$ cat config.mk
export PLATFORM = sky130hd
export DESIGN_NAME = cwsr_regs
export DESIGN_NICKNAME = d
export VERILOG_FILES = /design/src/cwsr_regs.v
export VERILOG_INCLUDE_DIRS = /design/src /design/src/include
export SDC_FILE = /design/constraint.sdc
export NUM_CORES = 1
export LEC_CHECK = 0
export BUFFER_PORTS_ARGS = -buffer_cell sky130_fd_sc_hd__buf_2
export CAP_MARGIN = 20
export CORE_MARGIN = 4
export CORE_UTILIZATION = 50
export CTS_BUF_LIST = sky130_fd_sc_hd__clkbuf_16
export CTS_CLUSTER_SIZE = 24
export DETAILED_ROUTE_END_ITERATION = 10
export PLACE_DENSITY = 0.75
export SLEW_MARGIN = 25
export SYNTH_ARGS = -nofsm -noshare
export SYNTH_HDL_FRONTEND = slang
export SYNTH_SLANG_ARGS = --single-unit
$ cat constraint.sdc
create_clock -name clk_i -period 8.1 [get_ports clk_i]
set_input_delay 2.43 -clock clk_i [delete_from_list [all_inputs] [get_ports clk_i]]
set_output_delay 2.43 -clock clk_i [all_outputs]
set_load 0.03 [all_outputs]
$ cat src/include/cwsr_defines.vh
`ifndef CWSR_DEFINES_VH
`define CWSR_DEFINES_VH

// Word indices (byte address / 4)
`define CWSR_IDX_RX_COUNT   4'h0
`define CWSR_IDX_EARLY_RX   4'h1
`define CWSR_IDX_FLOW_CTRL  4'h2
`define CWSR_IDX_PM_DRIVER  4'h3
`define CWSR_IDX_GEN_CTRL   4'h4
`define CWSR_IDX_GEN_STATUS 4'h5
`define CWSR_IDX_FN_EVENT   4'hC
`define CWSR_IDX_FN_MASK    4'hD
`define CWSR_IDX_FN_PRESENT 4'hE
`define CWSR_IDX_FN_FORCE   4'hF

// Power-management driver fields
`define CWSR_PMD_LINK_CHG   31
`define CWSR_PMD_MAGIC      30
`define CWSR_PMD_MATCH      29
`define CWSR_PMD_OFFLOAD    25
`define CWSR_PMD_PME_STAT   24

// General control and status fields
`define CWSR_GC_CLKRUN_DIS  0
`define CWSR_GC_DEEP_PD     1
`define CWSR_GS_LINK        0
`define CWSR_GS_SPEED       1
`define CWSR_GS_DUPLEX      2

// Function event / mask fields
`define CWSR_FE_INTR        15
`define CWSR_FE_WKUP        14
`define CWSR_FE_GENERAL_WAKE_EVENT       4

// Flow control fields
`define CWSR_FC_CMD_LSB     16
`define CWSR_FC_THR_LSB     0

// Reset values
`define CWSR_RST_WORD       32'h00000000
`define CWSR_RST_BYTE       8'h00
`define CWSR_RST_FC_CMD     3'h0
`define CWSR_RST_FC_THR     13'h0000
`define CWSR_RST_ER_THR     16'h0000

`endif

$ cat src/cwsr_regs.v
`timescale 1ns/10ps
`include "cwsr_defines.vh"

module cwsr_regs (
	// Clock, resets, enable
	input  wire        clk_i,
	input  wire        rst_i,
	input  wire        aux_powerup_reset_n_i,
	input  wire        ce_i,
	// Register access
	input  wire        csr_rd_i,
	input  wire        csr_wr_i,
	input  wire [5:0]  csr_addr_i,
	input  wire [3:0]  csr_be_i,
	input  wire [31:0] csr_wdata_i,
	output reg  [31:0] csr_rdata_o,
	output reg         csr_rvalid_o,
	// Mode and power state
	input  wire        cardbus_mode_i,
	input  wire [1:0]  power_state_i,
	input  wire        pme_enable_i,
	input  wire        pmcsr_pme_clear_i,
	input  wire        clk_needed_i,
	// Link and wake events
	input  wire        link_up_i,
	input  wire        full_duplex_i,
	input  wire        speed_100_i,
	input  wire        magic_frame_i,
	input  wire        wake_match_i,
	input  wire        offload_busy_i,
	input  wire        eth_int_src_i,
	// Receive path
	input  wire        rx_dma_valid_i,
	input  wire [2:0]  rx_dma_bytes_i,
	input  wire        rx_frame_start_i,
	input  wire [15:0] rx_frame_len_i,
	input  wire        early_rx_ack_i,
	// Status and control outputs
	output reg         early_rx_flag_o,
	output reg         inta_o,
	output reg         pme_o,
	output reg         pme_status_o,
	output reg         card_status_change_o,
	output reg         clk_request_o,
	output reg         deep_pd_allowed_o,
	output reg  [2:0]  flow_cmd_o,
	output reg  [12:0] flow_thresh_o
);

	// Register state, main reset
	reg [31:0] rx_count;
	reg [15:0] er_thresh;
	reg        er_armed;
	reg [1:0]  gen_ctrl;
	reg [2:0]  gen_status;

	// Register state, aux reset
	reg        link_q;
	reg        pmd_link_chg;
	reg        pmd_magic;
	reg        pmd_match;
	reg        pmd_offload;
	reg        fe_intr;
	reg        fe_general_wake_event;
	reg        fm_intr;
	reg        fm_wkup;
	reg        fm_general_wake_event;

	reg [31:0] next_rdata;

	wire [3:0]  idx;
	wire        wr;
	wire        csc_ok;
	wire [31:0] lane;
	wire [31:0] one_clr;
	wire        wr_rxc;
	wire        wr_er;
	wire        wr_fc;
	wire        wr_pmd;
	wire        wr_gc;
	wire        wr_fe;
	wire        wr_fm;
	wire        wr_ff;
	wire        link_evt;
	wire        wake_evt;
	wire        pme_clr;
	wire        general_wake_event_clr;
	wire        force_intr;
	wire        force_general_wake_event;
	wire        er_hit;

	assign idx    = csr_addr_i[5:2];
	assign wr     = ce_i & csr_wr_i;
	assign csc_ok = cardbus_mode_i;
	assign lane   = {{8{csr_be_i[3]}}, {8{csr_be_i[2]}},
	                 {8{csr_be_i[1]}}, {8{csr_be_i[0]}}};
	// Only written ones clear; zeros are ignored
	assign one_clr = csr_wdata_i & lane;

	assign wr_rxc = wr & (idx == `CWSR_IDX_RX_COUNT);
	assign wr_er  = wr & (idx == `CWSR_IDX_EARLY_RX);
	assign wr_fc  = wr & (idx == `CWSR_IDX_FLOW_CTRL);
	assign wr_pmd = wr & (idx == `CWSR_IDX_PM_DRIVER);
	assign wr_gc  = wr & (idx == `CWSR_IDX_GEN_CTRL);
	assign wr_fe  = wr & csc_ok & (idx == `CWSR_IDX_FN_EVENT);
	assign wr_fm  = wr & csc_ok & (idx == `CWSR_IDX_FN_MASK);
	assign wr_ff  = wr & csc_ok & (idx == `CWSR_IDX_FN_FORCE);

	assign link_evt = link_up_i ^ link_q;
	assign wake_evt = link_evt | magic_frame_i | wake_match_i;

	assign force_intr  = wr_ff & one_clr[`CWSR_FE_INTR];
	assign force_general_wake_event = wr_ff & one_clr[`CWSR_FE_GENERAL_WAKE_EVENT];

	// PME status drops on its own write, the PMCSR side, or wake bit
	assign pme_clr = (wr_pmd & one_clr[`CWSR_PMD_PME_STAT])
	               | pmcsr_pme_clear_i
	               | (wr_fe & one_clr[`CWSR_FE_GENERAL_WAKE_EVENT]);
	assign general_wake_event_clr = (wr_fe & one_clr[`CWSR_FE_GENERAL_WAKE_EVENT])
	                 | (wr_pmd & one_clr[`CWSR_PMD_PME_STAT]);

	assign er_hit = er_armed & (er_thresh != `CWSR_RST_ER_THR)
	              & (rx_frame_len_i >= er_thresh);

	// Receive byte count
	always @(posedge clk_i or posedge rst_i) begin
		if (rst_i) begin
			rx_count <= `CWSR_RST_WORD;
		end else if (ce_i) begin
			if (wr_rxc) begin
				rx_count <= `CWSR_RST_WORD;
			end else if (rx_dma_valid_i) begin
				rx_count <= rx_count + {29'h0, rx_dma_bytes_i};
			end
		end
	end

	// Early receive threshold and flag
	always @(posedge clk_i or posedge rst_i) begin
		if (rst_i) begin
			er_thresh       <= `CWSR_RST_ER_THR;
			er_armed        <= 1'b0;
			early_rx_flag_o <= 1'b0;
		end else if (ce_i) begin
			if (wr_er) begin
				if (csr_be_i[0]) begin
					er_thresh[7:0] <= csr_wdata_i[7:0];
				end
				if (csr_be_i[1]) begin
					er_thresh[15:8] <= csr_wdata_i[15:8];
				end
			end
			// One early indication per frame
			if (rx_frame_start_i) begin
				er_armed <= 1'b1;
			end else if (er_hit) begin
				er_armed <= 1'b0;
			end
			if (er_hit) begin
				early_rx_flag_o <= 1'b1;
			end else if (early_rx_ack_i) begin
				early_rx_flag_o <= 1'b0;
			end
		end
	end

	// Flow control and general control
	always @(posedge clk_i or posedge rst_i) begin
		if (rst_i) begin
			flow_cmd_o    <= `CWSR_RST_FC_CMD;
			flow_thresh_o <= `CWSR_RST_FC_THR;
			gen_ctrl      <= 2'h0;
		end else if (ce_i) begin
			if (wr_fc & csr_be_i[2]) begin
				flow_cmd_o <= csr_wdata_i[`CWSR_FC_CMD_LSB +: 3];
			end
			if (wr_fc & csr_be_i[0]) begin
				flow_thresh_o[7:0] <= csr_wdata_i[7:0];
			end
			if (wr_fc & csr_be_i[1]) begin
				flow_thresh_o[12:8] <= csr_wdata_i[12:8];
			end
			if (wr_gc & csr_be_i[0]) begin
				gen_ctrl <= csr_wdata_i[1:0];
			end
		end
	end

	// General status snapshot of the link
	always @(posedge clk_i or posedge rst_i) begin
		if (rst_i) begin
			gen_status <= 3'h0;
		end else if (ce_i) begin
			gen_status[`CWSR_GS_LINK]   <= link_up_i;
			gen_status[`CWSR_GS_SPEED]  <= speed_100_i;
			gen_status[`CWSR_GS_DUPLEX] <= full_duplex_i;
		end
	end

	// Driver indication bits, aux reset only; set beats clear
	always @(posedge clk_i or negedge aux_powerup_reset_n_i) begin
		if (!aux_powerup_reset_n_i) begin
			link_q       <= 1'b0;
			pmd_link_chg <= 1'b0;
			pmd_magic    <= 1'b0;
			pmd_match    <= 1'b0;
			pmd_offload  <= 1'b0;
			pme_status_o <= 1'b0;
		end else if (ce_i) begin
			link_q <= link_up_i;
			if (link_evt) begin
				pmd_link_chg <= 1'b1;
			end else if (wr_pmd & one_clr[`CWSR_PMD_LINK_CHG]) begin
				pmd_link_chg <= 1'b0;
			end
			if (magic_frame_i) begin
				pmd_magic <= 1'b1;
			end else if (wr_pmd & one_clr[`CWSR_PMD_MAGIC]) begin
				pmd_magic <= 1'b0;
			end
			if (wake_match_i) begin
				pmd_match <= 1'b1;
			end else if (wr_pmd & one_clr[`CWSR_PMD_MATCH]) begin
				pmd_match <= 1'b0;
			end
			if (offload_busy_i) begin
				pmd_offload <= 1'b1;
			end else if (wr_pmd & one_clr[`CWSR_PMD_OFFLOAD]) begin
				pmd_offload <= 1'b0;
			end
			if (wake_evt) begin
				pme_status_o <= 1'b1;
			end else if (pme_clr) begin
				pme_status_o <= 1'b0;
			end
		end
	end

	// Card status change event and mask, aux reset
	always @(posedge clk_i or negedge aux_powerup_reset_n_i) begin
		if (!aux_powerup_reset_n_i) begin
			fe_intr  <= 1'b0;
			fe_general_wake_event <= 1'b0;
			fm_intr  <= 1'b0;
			fm_wkup  <= 1'b0;
			fm_general_wake_event <= 1'b0;
		end else if (ce_i) begin
			if (eth_int_src_i | force_intr) begin
				fe_intr <= 1'b1;
			end else if (wr_fe & one_clr[`CWSR_FE_INTR]) begin
				fe_intr <= 1'b0;
			end
			if (wake_evt | force_general_wake_event) begin
				fe_general_wake_event <= 1'b1;
			end else if (general_wake_event_clr) begin
				fe_general_wake_event <= 1'b0;
			end
			if (wr_fm & csr_be_i[1]) begin
				fm_intr <= csr_wdata_i[`CWSR_FE_INTR];
				fm_wkup <= csr_wdata_i[`CWSR_FE_WKUP];
			end
			if (wr_fm & csr_be_i[0]) begin
				fm_general_wake_event <= csr_wdata_i[`CWSR_FE_GENERAL_WAKE_EVENT];
			end
		end
	end

	// Wake signalling: PME in PCI mode, status change in CardBus
	always @(posedge clk_i or negedge aux_powerup_reset_n_i) begin
		if (!aux_powerup_reset_n_i) begin
			pme_o                <= 1'b0;
			card_status_change_o <= 1'b0;
		end else if (ce_i) begin
			pme_o <= ~cardbus_mode_i & pme_enable_i & pme_status_o;
			card_status_change_o <= cardbus_mode_i
				& ((fm_wkup & fm_general_wake_event & fe_general_wake_event)
				| (pme_enable_i & pme_status_o));
		end
	end

	// Interrupt, clock request and deep power-down permission
	always @(posedge clk_i or posedge rst_i) begin
		if (rst_i) begin
			inta_o            <= 1'b0;
			clk_request_o     <= 1'b0;
			deep_pd_allowed_o <= 1'b0;
		end else if (ce_i) begin
			inta_o <= early_rx_flag_o
				| (eth_int_src_i & (~cardbus_mode_i | fm_intr));
			clk_request_o <= gen_ctrl[`CWSR_GC_CLKRUN_DIS]
				| clk_needed_i;
			// D2 and D3 both have the upper state bit set
			deep_pd_allowed_o <= gen_ctrl[`CWSR_GC_DEEP_PD]
				& ~link_up_i & power_state_i[1];
		end
	end

	// Read multiplexer; unmapped and blocked words read zero
	always @* begin
		next_rdata = `CWSR_RST_WORD;
		case (idx)
		`CWSR_IDX_RX_COUNT: begin
			next_rdata = rx_count;
		end
		`CWSR_IDX_EARLY_RX: begin
			next_rdata[15:0] = er_thresh;
		end
		`CWSR_IDX_FLOW_CTRL: begin
			next_rdata[`CWSR_FC_CMD_LSB +: 3] = flow_cmd_o;
			next_rdata[`CWSR_FC_THR_LSB +: 13] = flow_thresh_o;
		end
		`CWSR_IDX_PM_DRIVER: begin
			next_rdata[`CWSR_PMD_LINK_CHG] = pmd_link_chg;
			next_rdata[`CWSR_PMD_MAGIC]    = pmd_magic;
			next_rdata[`CWSR_PMD_MATCH]    = pmd_match;
			next_rdata[28:26]              = 3'h0;
			next_rdata[`CWSR_PMD_OFFLOAD]  = pmd_offload;
			next_rdata[`CWSR_PMD_PME_STAT] = pme_status_o;
		end
		`CWSR_IDX_GEN_CTRL: begin
			next_rdata[1:0] = gen_ctrl;
		end
		`CWSR_IDX_GEN_STATUS: begin
			next_rdata[2:0] = gen_status;
		end
		`CWSR_IDX_FN_EVENT: begin
			if (csc_ok) begin
				next_rdata[`CWSR_FE_INTR]  = fe_intr;
				next_rdata[`CWSR_FE_GENERAL_WAKE_EVENT] = fe_general_wake_event;
			end
		end
		`CWSR_IDX_FN_MASK: begin
			if (csc_ok) begin
				next_rdata[`CWSR_FE_INTR]  = fm_intr;
				next_rdata[`CWSR_FE_WKUP]  = fm_wkup;
				next_rdata[`CWSR_FE_GENERAL_WAKE_EVENT] = fm_general_wake_event;
			end
		end
		`CWSR_IDX_FN_PRESENT: begin
			if (csc_ok) begin
				next_rdata[`CWSR_FE_INTR]  = eth_int_src_i;
				next_rdata[`CWSR_FE_GENERAL_WAKE_EVENT] = pme_status_o;
			end
		end
		default: begin
			next_rdata = `CWSR_RST_WORD;
		end
		endcase
	end

	// Registered read answer, one cycle after the strobe
	always @(posedge clk_i or posedge rst_i) begin
		if (rst_i) begin
			csr_rdata_o  <= `CWSR_RST_WORD;
			csr_rvalid_o <= 1'b0;
		end else if (ce_i) begin
			csr_rvalid_o <= csr_rd_i;
			if (csr_rd_i) begin
				csr_rdata_o <= next_rdata;
			end
		end
	end

endmodule // cwsr_regs

==> out/qor.yml, run 1 <==
outcome:
  outcome: "complete, no violations"
place:
  place_area_sq_um: 6750
  pre_cts_slack_ns: 3.19
  place_inst: 854
  dp_hpwl_um: 11900
  globalplace.congestion: 0.846
  io_buffers: 127
sta:
  finalHoldViolations: 0
  max_freq_mhz: 220
  report.final.slew_viol_count: 0
  grt_setup_unrepaired: "false"
  finalSetupViolations: 0
  relSlewSlack_pct: 37.9
  skew_ns: 0.00865
  timing.final.ws_setup_ns: 3.55
  fin_setup_tns_ns: 0
  min_period_ns: 4.55
  tightest_slew_ns: 0.928
  finalCritPeriodShare_pct: 56.2
die:
  die_height_um: 118
  dieArea_sq_um: 13900
  die_w_um: 118
  boundaryPins: 139
  rows: 39
  initial_core_util_pct: 51.9
  core_sq_um: 11600
cts:
  cts_root_buf: "clkbuf_16"
  cts_resized: 0
  clock_sinks: 120
  cts_made_buffers: 17
  clk_path_buf_depth: 2
  hold_buffers: 0
  clkTransAtPathRegs_ns: 0.05
  clk_latency_ns: 0.42
  ctsHtreeMaxLevel: 4
  cts_tree: "yes"
  postCtsSetupRepairBufs: 0
synth:
  synth_edf_count: 0
  syn_nets: 714
  yosysTopAreaCell: "dfrtp_1"
  yosysUniqueCellTypes: 56
  synth_flop_cell: "dfrtp_1"
  yosys_warnings: 0
  netlist_instances: 611
  yosysMostFrequentCell: "dfrtp_1"
  ys_top_cells_by_area: "dfrtp_1 (50%), nand2_1 (5.2%), mux2_2 (4.5%), ha_1 (3.9%), o21ai_0 (3.7%)"
  syn_avg_cell_area_sq_um: 9.86
  yosysSeqAreaShare_pct: 49.9
  synth_area_sq_um: 6020
  synth_commonest_cells: "dfrtp_1 (120), nand2_1 (83), nor2_1 (51)"
  async_reset_ff_share_pct: 100
  ys_ff_latch: 120
  yosysTopAreaCellShare_pct: 49.9
pwr:
  pwr-share-seq_pct: 43.4
  power.density_nw_per_um2: 230
  power_switching_uw: 496
  vdd_drop_max_uv: 110
  pwr-share-clk_pct: 39.3
  p_sw_share_pct: 29.7
  p_leak_uw: 0.00363
  intPower_uw: 1170
  pwr-share-comb_pct: 17.3
routing:
  wl_per_cell_um: 18.5
  dr.pass1.iters: 5
  viasPerCell: 5.90
  vias: 5222
  wl_um: 16400
  antenna_left: 0
  drc: 0
  drtIter0Drc: 578
grt:
  grt_pass1_wl_um: 26800
  grt_use_total_pct: 24.1
  grt_pass1_vias: 5199
  antenna_found_initial: 0
  grt_max_degree: 66
  grt_overflow_total: 0
critical_path:
  critPathKind: "in -> reg"
  arrival_ns: 4.89
  crit_fanout: 38
  critPathLaunchType: "input port"
  r2r_cells: 6
  crit_required_ns: 8.44
  cp-end-kind: "flop"
layout:
  fin_util_pct: 62.4
  fin_cells: 885
  final_nets: 833
  area_growth_pct: 20.4
  final_area_sq_um: 7250
  nFillCells: 1014
  drive_gt1_share_pct: 24.8
  diodes: 0
hold_path:
  hold_depth: 2
  hold_path.class: "reg -> reg"
flow_run:
  maxCapViolCount: 0
power groups by stage:
| stage | sequential, uW | clock, uW | combinational (uW) |
|---|---|---|---|
| after detailed placement | 733 | 0 | 289 |
| after global placement | 729 | 0 | 277 |
| after floorplan | 758 | 0 | 152 |
| after CTS | 724 | 660 | 291 |
| final | 726 | 656 | 288 |
| after global routing | 731 | 691 | 320 |
critical path, cell delays in order:
cell     delay, ns
buf_2         0.54
nand2_1       0.30
nor3_2        0.81
nand4_4       0.24
or3_1         0.40
a21oi_1       0.16
final cells by class:
class	count	area, sq um	share of cell area [%]
Inverter	27	104	1.43
Clock inverter	14	80.1	1.10
Multi-Input combinational cell	432	2790	38.4
Sequential cell	120	3000	41.4
Tap cell	143	179	2.47
Timing Repair Buffer	132	673	9.28
Clock buffer	17	425	5.87
path summary, 6_finish.rpt:
kind / startpoint / end / slack (ns)
max reg2reg: rx_count[1] / rx_count[29] / 5.68
min reg2reg: csr_rdata_o[28] / csr_rdata_o[28] / 0.46
max in group asynchronous: rst_i / rx_count[2] / 4.81
min: csr_rdata_o[28] / csr_rdata_o[28] / 0.46
min in group asynchronous: aux_powerup_reset_n_i / fm_general_wake_event / 1.91
max: ce_i / rx_count[29] / 3.55
routing by layer:
metal	vias to the layer above	routed length, um	GRT usage (%)
li1	2422	-	-
met1	2526	7040	32.6
met2	244	7730	37.5
met3	30	1280	6.97
met4	0	308	7.84
met5	-	0	0
kinds of logic (layout without fill, tap and decap cells):
family / Yosys count / after routing / share of synthesized area (%)
DFF: 120 / 120 / 49.9
buffers and inverters: 59 / 190 / 4.01
adders and majority gates: 20 / 20 / 4.28
xor gates and xnor gates: 24 / 24 / 3.49
muxes: 36 / 36 / 6.48
AOI/OAI and AO/OA: 117 / 117 / 12.5
and+or+nand+nor: 235 / 235 / 19.3
flip-flops by register name (all words and copies together), names as in the netlist, 2 cells and up:
name           count
er_thresh         16
flow_cmd_o         3
gen_ctrl           2
flow_thresh_o     13
rx_count          32
gen_status         3
csr_rdata_o       32
placed cells by master, fill, tap and decap left out, types with 20 or more instances in the layout:
cell	count
a21oi_1	23
buf_2	127
dfrtp_1	120
inv_1	33
mux2_2	24
nand2_1	83
nand4_1	20
nor2_1	51
o21ai_0	45
metrics by stage:
stage | power [uW] | hold slack, ns
2_1_floorplan | 911 | 0.467
3_3_place_gp | 1010 | 0.444
3_5_place_dp | 1020 | 0.451
4_1_cts | 1680 | 0.462
5_1_grt | 1740 | 0.484
6_report | 1670 | 0.456
(Power assumes the default switching activity.)
==> inputs of run 2 (changes only) <==
ABC_AREA = 1   (was not set)
PLACE_DENSITY = 0.74   (was 0.75)
clock period = 4.6 ns   (was 8.1 ns; I/O delays follow)
==> run 2 against run 1 <==
Utilization down 0.94 points. Final cell count up 30%. Die area up 8.1%. Via count up 15%. Sequential share of layout area down 3.0 points. Power up 92%. Critical path depth down 1.
==> out/qor.yml, run 2 <==
outcome:
  outcome: "complete, no violations"
critical_path:
  crit_required_ns: 4.92  # -3.52 ns
  critPathKind: "in -> reg"
  cpPeakStageDelay_ns: 0.48  # -0.33 ns
  crit_chain: "buf_2 > nand2_1 > inv_1 > nand2_1 > o211ai_1"
  r2r_start: "rx_count[0]"
  crit_top_cell: "nand2_1"
  r2r_cells: 12  # +6
  critPathLaunchType: "input port"
  path_delay_family: "buffers and inverters"
  cp-end-kind: "flop"
  arrival_ns: 3.22  # -1.67 ns
  crit_fanout: 26  # -32%
  r2r-end: "rx_count[12]"
  r2r_slack_ns: 2.60  # -3.08 ns
  critical_path_buf_inv_count: 2  # +1
  slowest_stage: "inv_1"
routing:
  antenna_left: 0  # unchanged
  vias: 5999  # +15%
  wl_per_cell_um: 14.9  # -19%
  viasPerCell: 5.22  # -12%
  wl_um: 17200  # +5.0%
  dr.pass1.iters: 5  # unchanged
  drc: 0  # unchanged
  drtIter0Drc: 366  # -37%
sta:
  min_period_ns: 2.89
  report.final.slew_viol_count: 0  # unchanged
  grt_setup_unrepaired: "false"
  fin_setup_tns_ns: 0  # unchanged
  tightest_slew_ns: 0.862  # -0.0653 ns
  finalSetupViolations: 0  # unchanged
  finalCritPeriodShare_pct: 62.9
  relSlewSlack_pct: 42.5  # +4.6 points
  skew_ns: 0.00507  # -0.00358 ns
  finalHoldViolations: 0  # unchanged
  max_freq_mhz: 346
  timing.final.ws_setup_ns: 1.71  # -1.84 ns
cts:
  postCtsSetupRepairBufs: 0  # unchanged
  clock_sinks: 120  # unchanged
  hold_buffers: 0  # unchanged
  clk_latency_ns: 0.42  # about the same
  cts_resized: 0  # unchanged
  cts_root_buf: "clkbuf_16"
  clkTransAtPathRegs_ns: 0.05  # about the same
  clk_path_buf_depth: 2  # unchanged
  ctsHtreeMaxLevel: 4  # unchanged
  cts_tree: "yes"
  cts_made_buffers: 17  # unchanged
hold_path:
  hold_end: "csr_rdata_o[23]"
  hold_start: "csr_rdata_o[23]"
  hold_path.class: "reg -> reg"
  hold_depth: 2  # unchanged
layout:
  largestRegisters: "csr_rdata_o (32), rx_count (32), er_thresh (16)"
  drive_gt1_share_pct: 21.4  # -3.4 points
  mostFrequentLayoutCell: "nand2_1"
  seqCellArea_sq_um: 3000  # unchanged
  nFillCells: 1219  # +20%
  multi_input_area_sq_um: 2960  # +6.1%
  final_cell_mix: "nand2_1 (235), buf_2 (127), dfrtp_1 (120)"
  area_growth_pct: 19.5
  final_nets: 1067  # +28%
  diodes: 0  # unchanged
  fin_cells: 1149  # +30%
place:
  pre_cts_slack_ns: 1.32  # -1.87 ns
  place_inst: 1117  # +31%
  globalplace.congestion: 0.901  # +6.5%
  io_buffers: 127  # unchanged
  dp_hpwl_um: 12800  # +7.7%
pwr:
  p_leak_uw: 0.00417  # +15%
  vdd_drop_max_uv: 219  # +99%
  power.density_nw_per_um2: 410  # +78%
synth:
  synth_edf_count: 0  # unchanged
  netlist_instances: 835  # +37%
  yosysSeqAreaShare_pct: 45.9  # -4.0 points
  syn_avg_cell_area_sq_um: 7.84  # -20%
  ys_top_cells_by_area: "dfrtp_1 (46%), nand2_1 (13%), inv_1 (6.1%), o21ai_0 (4.7%), nor2_1 (3.8%)"
  synth_flop_cell: "dfrtp_1"
  yosysTopAreaCellShare_pct: 45.9  # -4.0 points
  yosys_warnings: 0  # unchanged
  synth_commonest_cells: "nand2_1 (235), dfrtp_1 (120), inv_1 (107)"
  yosysTopAreaCell: "dfrtp_1"
  yosysUniqueCellTypes: 45  # -20%
  synth_area_sq_um: 6550  # +8.7%
  async_reset_ff_share_pct: 100  # unchanged
  ys_ff_latch: 120  # unchanged
  syn_nets: 938  # +31%
  yosysMostFrequentCell: "nand2_1"
grt:
  grt_pass1_vias: 5931  # +14%
  grt_use_total_pct: 24.5  # +0.40 points
  antenna_found_initial: 1  # +1
  grt_max_degree: 70  # +6.1%
  grt_pass1_wl_um: 28600  # +6.7%
  grt_overflow_total: 0  # unchanged
die:
  die_w_um: 122  # +4.0%
  die_height_um: 122  # +4.0%
  boundaryPins: 139  # unchanged
  core_sq_um: 12700  # +9.5%
  initial_core_util_pct: 51.5  # -0.39 points
  dieArea_sq_um: 15000  # +8.1%
  rows: 41  # +5.1%
flow_run:
  maxCapViolCount: 0  # unchanged
## run 2: cell count changes after synthesis, sizes merged, moves of 11 or more
| cell | previous run | this run |
|---|---|---|
| a21oi | 23 | 34 |
| a22o | 15 | 0 |
| and3 | 12 | 1 |
| clkbuf | 19 | 7 |
| inv | 27 | 115 |
| mux2 | 24 | 3 |
| mux2i | 12 | 0 |
| nand2 | 83 | 251 |
| nand3 | 19 | 35 |
| nor2 | 52 | 76 |
| o21ai | 46 | 95 |
| xor2 | 19 | 2 |
## run 2: layer usage
layer	vias up	global-route usage (%)	part of all wire [%]
met1	2799	33.4	46
met5	-	0	0.064
met3	41	5.81	6.3
met4	2	9.10	2.4
met2	195	38.2	46
li1	2962	-	-
## run 2: how the worst max path moves through the flow
stage,startpoint,endpoint,slack [ns],depth (start not counted)
after floorplan,rst_i,clk_request_o,0.40,1
after global placement,ce_i,csr_rdata_o[29],1.40,5
after detailed placement,ce_i,csr_rdata_o[26],1.32,5
after CTS,ce_i,csr_rdata_o[16],1.76,5
after global routing,ce_i,csr_rdata_o[21],1.50,5
final,ce_i,csr_rdata_o[30],1.71,5
## run 2: cell families (layout without fill, tap and decap cells)
group / Yosys count / count (layout) / share of synthesized area (%)
flops: 120 / 120 / 45.9
compound gates: 148 / 148 / 12.4
fa+ha+maj: 20 / 20 / 3.94
buf+inv: 136 / 278 / 9.00
simple gates: 406 / 406 / 28.0
xor+xnor: 2 / 2 / 0.268
mux: 3 / 3 / 0.516
## run 2: worst reg2reg max path, delay by kind of cell (launching register included)
kind / cells / cell delay, ns
fa+ha+maj: 2 / 0.60
flops: 1 / 0.39
buf+inv: 2 / 0.18
simple gates: 8 / 0.72
## run 2: report_power, final
| part | internal (uW) | total (uW) | leakage [uW] | switching (uW) |
|---|---|---|---|---|
| clock | 775 | 1230 | 0.000282 | 459 |
| combinational | 213 | 656 | 0.00236 | 443 |
| sequential | 1200 | 1320 | 0.00153 | 118 |
## run 2: final cells by class
class                   count  share of cell area [%]
inverters                 116                    5.71
clock inverters            15                    1.54
flip-flops and latches    120                    38.4
repair buffers            130                    8.41
well taps                 172                    2.75
clock buffers              17                    5.44
multi-input cells         579                    37.8
## run 2: per-stage QoR
| step | power (uW) | cell area [sq um] | util (%) | hold WS, ns |
|---|---|---|---|---|
| 2_1_floorplan | 1770 | 6550 | - | 0.442 |
| 3_3_place_gp | 1970 | 7280 | 57.2 | 0.456 |
| 6_report | 3210 | 7830 | 61.5 | 0.474 |
| 4_1_cts | 3220 | 7830 | 61.5 | 0.479 |
| 5_1_grt | 3390 | 7830 | 61.5 | 0.498 |
| 3_5_place_dp | 1990 | 7280 | 57.2 | 0.465 |
